===== src/swlpc_regs.svh =====
`ifndef SWLPC_REGS_SVH
`define SWLPC_REGS_SVH

// register byte offsets
`define SWLPC_CTRL_OFFSET      12'h000
`define SWLPC_STATUS_OFFSET    12'h004
`define SWLPC_COUNT_OFFSET     12'h008
`define SWLPC_ADDR_WIDTH       12

// control register fields and reset value
`define SWLPC_CTRL_STOP_EN_BIT 0
`define SWLPC_CTRL_RESET       1'b1

// status register fields
`define SWLPC_STATUS_STATE_LSB 0
`define SWLPC_STATUS_CAUSE_LSB 4

// oscillator stabilization delay in processor clock cycles (4064)
`define SWLPC_STAB_CYCLES      12'hFE0
`define SWLPC_COUNT_WIDTH      12

// axi responses
`define SWLPC_RESP_OKAY        2'h0
`define SWLPC_RESP_DECERR      2'h3

// vector selects
`define SWLPC_VEC_RESET        2'h0
`define SWLPC_VEC_EXT_IRQ      2'h1
`define SWLPC_VEC_TIMER        2'h2

// idle levels of the wake pins; edge registers reset to them
`define SWLPC_PORT_IDLE        8'hFF
`define SWLPC_SERIAL_IDLE      1'b0

`endif


===== src/swlpc_pkg.sv =====
package swlpc_pkg;

  typedef enum logic [1:0] {
    SWLPC_RUN,
    SWLPC_STOP,
    SWLPC_STAB,
    SWLPC_WAIT
  } swlpc_state_t;

  typedef enum logic [2:0] {
    SWLPC_CAUSE_NONE,
    SWLPC_CAUSE_RESET,
    SWLPC_CAUSE_IRQ_PIN,
    SWLPC_CAUSE_PORT,
    SWLPC_CAUSE_SERIAL,
    SWLPC_CAUSE_TIMER
  } swlpc_cause_t;

endpackage : swlpc_pkg


===== src/swlpc_top.sv =====
`timescale 1ns/10ps
`include "swlpc_regs.svh"
// Behaviour
// stop with option on enters stop mode; with option off it requests chip reset
// stop mode switches the oscillator off, halting all internal processing
// stop entry clears pending timer request, disables timer interrupts, clears prescaler
// stop entry clears interrupt mask bit and sets external interrupt enable
// stop touches no other register, memory or pin state
// stop exits only on irq pin, reset, enabled port falling edge, serial rise
// stop exit waits 4064 processor clocks of oscillator stabilization
// wait mode halts the processor clock
// wait mode keeps timer clocks running
// wait clears the interrupt mask bit
// wait preserves every other register, memory and pin state
// wait exits on timer irq, irq pin, reset, port fall, serial rise
// software avoids stop and wait with watchdog on, or disables stop option
// resume fetches the reset or interrupt vector matching the waking event
module swlpc_top (
  input  wire logic                            aclk,
  input  wire logic                            aresetn,
  input  wire logic [`SWLPC_ADDR_WIDTH-1:0]    s_axi_awaddr,
  input  wire logic                            s_axi_awvalid,
  output logic                                 s_axi_awready,
  input  wire logic [31:0]                     s_axi_wdata,
  input  wire logic [3:0]                      s_axi_wstrb,
  input  wire logic                            s_axi_wvalid,
  output logic                                 s_axi_wready,
  output logic [1:0]                           s_axi_bresp,
  output logic                                 s_axi_bvalid,
  input  wire logic                            s_axi_bready,
  input  wire logic [`SWLPC_ADDR_WIDTH-1:0]    s_axi_araddr,
  input  wire logic                            s_axi_arvalid,
  output logic                                 s_axi_arready,
  output logic [31:0]                          s_axi_rdata,
  output logic [1:0]                           s_axi_rresp,
  output logic                                 s_axi_rvalid,
  input  wire logic                            s_axi_rready,
  input  wire logic                            stop_exec,
  input  wire logic                            wait_exec,
  input  wire logic                            irq_pin_event,
  input  wire logic                            reset_event,
  input  wire logic [7:0]                      port_a_pins,
  input  wire logic [7:0]                      port_c_pins,
  input  wire logic [7:0]                      port_a_wake_en,
  input  wire logic [7:0]                      port_c_wake_en,
  input  wire logic                            serial_bus_pin,
  input  wire logic                            timer_irq,
  output logic                                 osc_enable,
  output logic                                 cpu_clk_enable,
  output logic                                 timer_clk_enable,
  output logic                                 chip_reset_req,
  output logic                                 timer_irq_clear,
  output logic                                 timer_irq_disable,
  output logic                                 prescaler_clear,
  output logic                                 irq_mask_clear,
  output logic                                 external_interrupt_enable_set,
  output logic                                 resume,
  output logic [1:0]                           vector_sel
);

  swlpc_pkg::swlpc_state_t             state_reg;
  swlpc_pkg::swlpc_cause_t             cause_reg;
  swlpc_pkg::swlpc_cause_t             cause_next;
  logic [`SWLPC_COUNT_WIDTH-1:0]       count_reg;
  logic                                stop_en_reg;
  logic [7:0]                          port_a_prev_reg;
  logic [7:0]                          port_c_prev_reg;
  logic                                serial_prev_reg;
  logic                                port_fall;
  logic                                serial_rise;
  logic                                wake_stop;
  logic                                wake_wait;
  logic                                stop_take;
  logic                                stop_refused;
  logic                                wait_take;
  logic                                wake_take;
  logic                                stab_done;
  logic                                aw_held_reg;
  logic                                w_held_reg;
  logic [`SWLPC_ADDR_WIDTH-1:0]        awaddr_reg;
  logic [31:0]                         wdata_reg;
  logic [3:0]                          wstrb_reg;
  logic                                wr_go;
  logic                                wr_hit;
  logic                                rd_hit;
  logic [31:0]                         rd_word;

  // the same decode serves both bus directions
  function automatic logic reg_hit(input logic [`SWLPC_ADDR_WIDTH-1:0] addr);
    reg_hit = (addr == `SWLPC_CTRL_OFFSET) || (addr == `SWLPC_STATUS_OFFSET) ||
              (addr == `SWLPC_COUNT_OFFSET);
  endfunction : reg_hit

  // edge registers start at the idle pin levels, so no false edge follows reset
  always_ff @(posedge aclk) begin
    if (!aresetn) begin
      port_a_prev_reg <= `SWLPC_PORT_IDLE;
      port_c_prev_reg <= `SWLPC_PORT_IDLE;
      serial_prev_reg <= `SWLPC_SERIAL_IDLE;
    end else begin
      port_a_prev_reg <= port_a_pins;
      port_c_prev_reg <= port_c_pins;
      serial_prev_reg <= serial_bus_pin;
    end
  end

  assign port_fall   = |(port_a_wake_en & port_a_prev_reg & ~port_a_pins) |
                       |(port_c_wake_en & port_c_prev_reg & ~port_c_pins);
  assign serial_rise = serial_bus_pin & ~serial_prev_reg;

  // timers cannot wake stop: their clocks are dead with the oscillator
  assign wake_stop = reset_event | irq_pin_event | port_fall | serial_rise;
  assign wake_wait = wake_stop | timer_irq;

  // exec pulses count in run only; a wait that meets a stop in one cycle loses to it
  assign stop_take    = state_reg == swlpc_pkg::SWLPC_RUN && stop_exec && stop_en_reg;
  assign stop_refused = state_reg == swlpc_pkg::SWLPC_RUN && stop_exec && !stop_en_reg;
  assign wait_take    = state_reg == swlpc_pkg::SWLPC_RUN && wait_exec && !stop_exec;
  assign wake_take    = (state_reg == swlpc_pkg::SWLPC_STOP && wake_stop) ||
                        (state_reg == swlpc_pkg::SWLPC_WAIT && wake_wait);
  assign stab_done    = state_reg == swlpc_pkg::SWLPC_STAB && count_reg == `SWLPC_STAB_CYCLES - 1'b1;

  // highest priority cause first, reset dominating
  always_comb begin
    if (reset_event) begin
      cause_next = swlpc_pkg::SWLPC_CAUSE_RESET;
    end else if (irq_pin_event) begin
      cause_next = swlpc_pkg::SWLPC_CAUSE_IRQ_PIN;
    end else if (port_fall) begin
      cause_next = swlpc_pkg::SWLPC_CAUSE_PORT;
    end else if (serial_rise) begin
      cause_next = swlpc_pkg::SWLPC_CAUSE_SERIAL;
    end else if (timer_irq) begin
      cause_next = swlpc_pkg::SWLPC_CAUSE_TIMER;
    end else begin
      cause_next = swlpc_pkg::SWLPC_CAUSE_NONE;
    end
  end

  // mode sequencer
  always_ff @(posedge aclk) begin
    if (!aresetn) begin
      state_reg <= swlpc_pkg::SWLPC_RUN;
      count_reg <= '0;
    end else begin
      unique case (state_reg)
        swlpc_pkg::SWLPC_RUN: begin
          if (stop_exec && stop_en_reg) begin
            state_reg <= swlpc_pkg::SWLPC_STOP;
          end else if (wait_exec && !stop_exec) begin
            state_reg <= swlpc_pkg::SWLPC_WAIT;
          end
        end
        swlpc_pkg::SWLPC_STOP: begin
          if (wake_stop) begin
            state_reg <= swlpc_pkg::SWLPC_STAB;
            count_reg <= '0;
          end
        end
        swlpc_pkg::SWLPC_STAB: begin
          if (count_reg == `SWLPC_STAB_CYCLES - 1'b1) begin
            state_reg <= swlpc_pkg::SWLPC_RUN;
          end else begin
            count_reg <= count_reg + 1'b1;
          end
        end
        swlpc_pkg::SWLPC_WAIT: begin
          if (wake_wait) begin
            state_reg <= swlpc_pkg::SWLPC_RUN;
          end
        end
      endcase
    end
  end

  // wake cause and vector, held for software to inspect
  always_ff @(posedge aclk) begin
    if (!aresetn) begin
      cause_reg  <= swlpc_pkg::SWLPC_CAUSE_NONE;
      vector_sel <= `SWLPC_VEC_RESET;
    end else if (wake_take) begin
      cause_reg <= cause_next;
      if (cause_next == swlpc_pkg::SWLPC_CAUSE_RESET) begin
        vector_sel <= `SWLPC_VEC_RESET;
      end else if (cause_next == swlpc_pkg::SWLPC_CAUSE_TIMER) begin
        vector_sel <= `SWLPC_VEC_TIMER;
      end else begin
        vector_sel <= `SWLPC_VEC_EXT_IRQ;
      end
    end
  end

  // stop entry effects, one cycle each; apart from these and the mask bit nothing in the chip is touched
  always_ff @(posedge aclk) begin
    if (!aresetn) begin
      timer_irq_clear               <= 1'b0;
      timer_irq_disable             <= 1'b0;
      prescaler_clear               <= 1'b0;
      external_interrupt_enable_set <= 1'b0;
    end else begin
      timer_irq_clear               <= stop_take;
      timer_irq_disable             <= stop_take;
      prescaler_clear               <= stop_take;
      external_interrupt_enable_set <= stop_take;
    end
  end

  // the mask bit is the only processor state both modes alter; for wait it is the only one
  always_ff @(posedge aclk) begin
    if (!aresetn) begin
      irq_mask_clear <= 1'b0;
    end else begin
      irq_mask_clear <= stop_take || wait_take;
    end
  end

  // with the option off the mode stays run and only a reset request goes out
  always_ff @(posedge aclk) begin
    if (!aresetn) begin
      chip_reset_req <= 1'b0;
    end else begin
      chip_reset_req <= stop_refused;
    end
  end

  // resume marks the first processor cycle; vector_sel already stands by then
  always_ff @(posedge aclk) begin
    if (!aresetn) begin
      resume <= 1'b0;
    end else begin
      resume <= stab_done || (state_reg == swlpc_pkg::SWLPC_WAIT && wake_wait);
    end
  end

  // clock gating follows the mode directly
  assign osc_enable       = state_reg != swlpc_pkg::SWLPC_STOP;
  assign cpu_clk_enable   = state_reg == swlpc_pkg::SWLPC_RUN;
  assign timer_clk_enable = state_reg == swlpc_pkg::SWLPC_RUN ||
                            state_reg == swlpc_pkg::SWLPC_WAIT;

  // axi write: address and data taken in either order
  assign s_axi_awready = !aw_held_reg && !s_axi_bvalid;
  assign s_axi_wready  = !w_held_reg && !s_axi_bvalid;
  assign wr_go         = aw_held_reg && w_held_reg;
  assign wr_hit        = reg_hit(awaddr_reg);

  always_ff @(posedge aclk) begin
    if (!aresetn) begin
      aw_held_reg  <= 1'b0;
      w_held_reg   <= 1'b0;
      awaddr_reg   <= '0;
      wdata_reg    <= '0;
      wstrb_reg    <= '0;
      s_axi_bvalid <= 1'b0;
      s_axi_bresp  <= `SWLPC_RESP_OKAY;
    end else begin
      if (s_axi_awvalid && s_axi_awready) begin
        aw_held_reg <= 1'b1;
        awaddr_reg  <= s_axi_awaddr;
      end
      if (s_axi_wvalid && s_axi_wready) begin
        w_held_reg <= 1'b1;
        wdata_reg  <= s_axi_wdata;
        wstrb_reg  <= s_axi_wstrb;
      end
      if (wr_go) begin
        aw_held_reg  <= 1'b0;
        w_held_reg   <= 1'b0;
        s_axi_bvalid <= 1'b1;
        s_axi_bresp  <= wr_hit ? `SWLPC_RESP_OKAY : `SWLPC_RESP_DECERR;
      end else if (s_axi_bvalid && s_axi_bready) begin
        s_axi_bvalid <= 1'b0;
      end
    end
  end

  // stop option: stands in for the mask option, software may change it
  always_ff @(posedge aclk) begin
    if (!aresetn) begin
      stop_en_reg <= `SWLPC_CTRL_RESET;
    end else if (wr_go && awaddr_reg == `SWLPC_CTRL_OFFSET && wstrb_reg[0]) begin
      stop_en_reg <= wdata_reg[`SWLPC_CTRL_STOP_EN_BIT];
    end
  end

  // axi read
  assign s_axi_arready = !s_axi_rvalid;
  assign rd_hit        = reg_hit(s_axi_araddr);

  always_comb begin
    rd_word = 32'h0000_0000;
    if (s_axi_araddr == `SWLPC_CTRL_OFFSET) begin
      rd_word[`SWLPC_CTRL_STOP_EN_BIT] = stop_en_reg;
    end else if (s_axi_araddr == `SWLPC_STATUS_OFFSET) begin
      rd_word[`SWLPC_STATUS_STATE_LSB +: 2] = state_reg;
      rd_word[`SWLPC_STATUS_CAUSE_LSB +: 3] = cause_reg;
    end else if (s_axi_araddr == `SWLPC_COUNT_OFFSET) begin
      rd_word[`SWLPC_COUNT_WIDTH-1:0] = count_reg;
    end
  end

  always_ff @(posedge aclk) begin
    if (!aresetn) begin
      s_axi_rvalid <= 1'b0;
      s_axi_rdata  <= 32'h0000_0000;
      s_axi_rresp  <= `SWLPC_RESP_OKAY;
    end else if (s_axi_arvalid && s_axi_arready) begin
      s_axi_rvalid <= 1'b1;
      s_axi_rdata  <= rd_word;
      s_axi_rresp  <= rd_hit ? `SWLPC_RESP_OKAY : `SWLPC_RESP_DECERR;
    end else if (s_axi_rvalid && s_axi_rready) begin
      s_axi_rvalid <= 1'b0;
    end
  end

endmodule : swlpc_top


===== config.mk =====
export PLATFORM = sky130hd
export DESIGN_NAME = swlpc_top
export DESIGN_NICKNAME = d
export VERILOG_FILES = /design/src/swlpc_pkg.sv /design/src/swlpc_top.sv
export VERILOG_INCLUDE_DIRS = /design/src
export SDC_FILE = /design/constraint.sdc
export NUM_CORES = 1
export LEC_CHECK = 0
export BUFFER_PORTS_ARGS = -buffer_cell sky130_fd_sc_hd__buf_2
export CAP_MARGIN = 20
export CORE_MARGIN = 1.5
export CORE_UTILIZATION = 46
export CTS_CLUSTER_SIZE = 40
export DETAILED_ROUTE_END_ITERATION = 7
export HOLD_SLACK_MARGIN = 0.08
export PLACE_DENSITY = 0.81
export SLEW_MARGIN = 15
export SYNTH_ARGS = -nofsm -noshare
export SYNTH_HDL_FRONTEND = slang
export SYNTH_SLANG_ARGS = --single-unit

===== constraint.sdc =====
create_clock -name aclk -period 2.15 [get_ports aclk]
set_input_delay 0.1075 -clock aclk [delete_from_list [all_inputs] [get_ports aclk]]
set_output_delay 0.1075 -clock aclk [all_outputs]
set_load 0.01 [all_outputs]

==> flow_summary.json <==
{
  "max_slew.worst_pin.slew_ns": 0.720,
  "yosysTopAreaCell": "dfxtp_1",
  "wl_per_cell_microns": 13.3,
  "grt_pass1_wl_microns": 13000,
  "overflow": 0,
  "power_frac_comb": 0.226,
  "cts_setup_buffers": 0,
  "slowest_delay_ns": 0.67,
  "grtUsageTotal": 0.221,
  "htree_levels": 3,
  "status": "finished, final reports clean",
  "hpwl_microns": 5330,
  "route.detailed.drc": 0,
  "finalWirelength_microns": 8120,
  "cts_buffers": 9,
  "vias": 3072,
  "antenna_found_initial": 0,
  "rsz0062_at_grt": "true",
  "synth_adder_area_share": 0.0193,
  "viasPerCell": 5.04,
  "power_switching_uw": 1020,
  "critPathRequiredTime_ns": 2.39,
  "clk_latency_ns": 0.35,
  "power.leakage_uw": 0.00188,
  "synth_top_flop_cell": "dfxtp_1",
  "maxCapViolations": 0,
  "setup_viol": 0,
  "std_cell_rows": 30,
  "avgSynthCellArea_sq_um": 8.75,
  "syn_to_final_growth_pct": 33.7,
  "max_clock_freq_mhz": 479,
  "synthXorXnorAreaFrac": 0.00810,
  "clk_pin_slew_ns": 0.07,
  "syn-cell-area_sq_mm": 0.00325,
  "synth-edff-count": 0,
  "hold_violations": 0,
  "yosys-top-cells-count": "73 x dfxtp_1, 42 x nand2_1, 32 x a21oi_1",
  "clockPowerShare": 0.331,
  "switching_share": 0.297,
  "synth_seq_area_share": 0.450,
  "antenna_cells": 0,
  "cts_root_buf": "clkbuf_8",
  "postLayoutCellArea_sq_mm": 0.00434,
  "drtPass1Iterations": 4,
  "arrival_ns": 2.32,
  "r2r_slack_ns": 0.13,
  "placed_area_sq_mm": 0.00375,
  "critPathSlowestCell": "or4_4",
  "synth_top_family_by_area": "simple AND/OR/NAND/NOR gates",
  "ir_drop_uv": 558,
  "clock_skew_ns": 0.0102,
  "p_per_area_mw_per_mm2": 789,
  "start_util": 0.478,
  "slew_headroom": 0.517,
  "fin_crit_sh": 0.970,
  "start_kind": "primary input",
  "endpoint_kind": "flop",
  "drive_above_1_share": 0.261,
  "grt_pass1_vias": 2963,
  "yosysMostFrequentCell": "dfxtp_1",
  "fp.dieH_microns": 87,
  "crit_family": "simple AND/OR/NAND/NOR gates",
  "cts_tree": "done",
  "period_minus_slack_ns": 2.09,
  "synth_top_cells_by_area": "dfxtp_1 45%, buf_4 5.8%, a21oi_1 4.9%",
  "synth_cells": 371,
  "grt_max_degree": 34,
  "synth_cell_types": 45,
  "setup_tns_ns": 0,
  "crit_buf_inv": 2,
  "cp_cell_sequence": "dlygate4sd3_1, buf_2, nand3b_1, nand4_1, or4_4, o31ai_4, a211oi_1, a41o_1",
  "critPathMaxFanout": 13,
  "clockBufferDepth": 2,
  "power_frac_seq": 0.443,
  "nNetsFinal": 619,
  "ys_async_sr_fraction": 0,
  "synth_warnings": 0,
  "fill_cells": 561,
  "synth_top_cell_area_share": 0.450,
  "cts.sinks": 73,
  "synth_compound_area_frac": 0.154,
  "min_path_type": "in -> reg",
  "synth-simple-area-share": 0.244,
  "die_x_microns": 87,
  "core_area_sq_mm": 0.00679,
  "synth.area.mux_share": 0.0308,
  "pin_count": 158,
  "intPower_uw": 2410,
  "ant_nets": 0,
  "gp_congestion": 0.785,
  "finalMaxSlewViolations": 0,
  "synth-seq-cells": 73,
  "drtIter0Drc": 105,
  "portBuffers": 103,
  "worstSetupPathType": "in -> reg",
  "dieArea_sq_mm": 0.00757
}
## kinds of logic after synthesis
family | after synthesis
AO/OA/AOI/OAI | 75
multiplexers | 10
flip-flops | 73
AND/OR/NAND/NOR | 151
buffers and inverters | 53
other | 1
XOR/XNOR | 3
adder cells (fa/ha/maj) | 5
## power groups by stage
stage	Clock (uW)	Sequential [uW]	Combinational [uW]
6_report	1130	1520	775
5_1_grt	1220	1530	861
4_1_cts	1160	1510	764
3_5_place_dp	0	1540	710
3_3_place_gp	0	1540	690
2_1_floorplan	0	1540	505
## cell type report
type                    count  area [sq um]  area share
repair buffers            145           923       0.213
well taps                  96           120      0.0277
clock buffers              12           165      0.0381
inverters                  16          60.1      0.0138
multi-input cells         264          1560       0.359
flip-flops and latches     73          1460       0.337
clock inverters             4          50.0      0.0115
## cells in the final DEF (no fill, tap or decap), types with 3 or more instances in the layout
cell type / Yosys / layout
buf_2: 0 / 103
a21oi_1: 32 / 32
dfxtp_1: 73 / 73
ha_1: 5 / 4
nand4_1: 6 / 6
inv_1: 15 / 15
xor2_1: 3 / 3
nand3_1: 8 / 8
mux2i_1: 10 / 10
o21ai_0: 6 / 6
nor3_1: 5 / 5
and2_1: 3 / 3
a22oi_1: 11 / 11
nand3b_1: 16 / 16
dlygate4sd3_1: 0 / 37
or3_1: 6 / 6
nor2_1: 28 / 28
clkbuf_8: 0 / 12
nand2b_1: 18 / 18
a211oi_1: 3 / 3
conb_1: 1 / 20
nor4_1: 6 / 6
a22o_1: 4 / 4
buf_4: 25 / 5
o211ai_1: 7 / 7
nand2_1: 42 / 42
## worst paths after layout
kind                                      from              to  cells after the start
worst max-delay path            port_c_pins[3]    cause_reg[0]                      8
worst min-delay path                 wait_exec  irq_mask_clear                      3
worst max register to register    state_reg[1]   count_reg[11]                      7
worst min register to register   awaddr_reg[8]   awaddr_reg[8]                      2
## routing by layer
metal,vias to the layer above,track usage,routed length [microns]
li1,1528,-,-
met1,1417,0.239,3470
met2,113,0.402,3980
met3,14,0.0806,544
met4,0,0.0660,125
met5,-,0,0
## tightest hold or removal path: cells and delay by family
kind                   cells  cell delay [ns]
buffers and inverters      1             0.08
AND/OR/NAND/NOR            1             0.12
multiplexers               1             0.09
## per-stage QoR
step | instances | utilization | worst slack [ns] | power (uW) | hold slack [ns]
after detailed placement | 557 | 0.552 | 0.178 | 2250 | 0.302
after global routing | 610 | 0.638 | -0.0175 | 3610 | 0.131
after global placement | 557 | 0.552 | 0.242 | 2230 | 0.296
final | 610 | 0.638 | 0.0642 | 3420 | 0.0959
after floorplan | 390 | - | 0.279 | 2040 | 0.207
after CTS | 610 | 0.638 | 0.138 | 3430 | 0.0819
## timing repair
item	CTS	global route
hold buffers	37	0
resized for setup	0	1
endpoints found under the hold margin	36	0
setup endpoints to repair	0	2
Power figures use the tool's default switching activity.
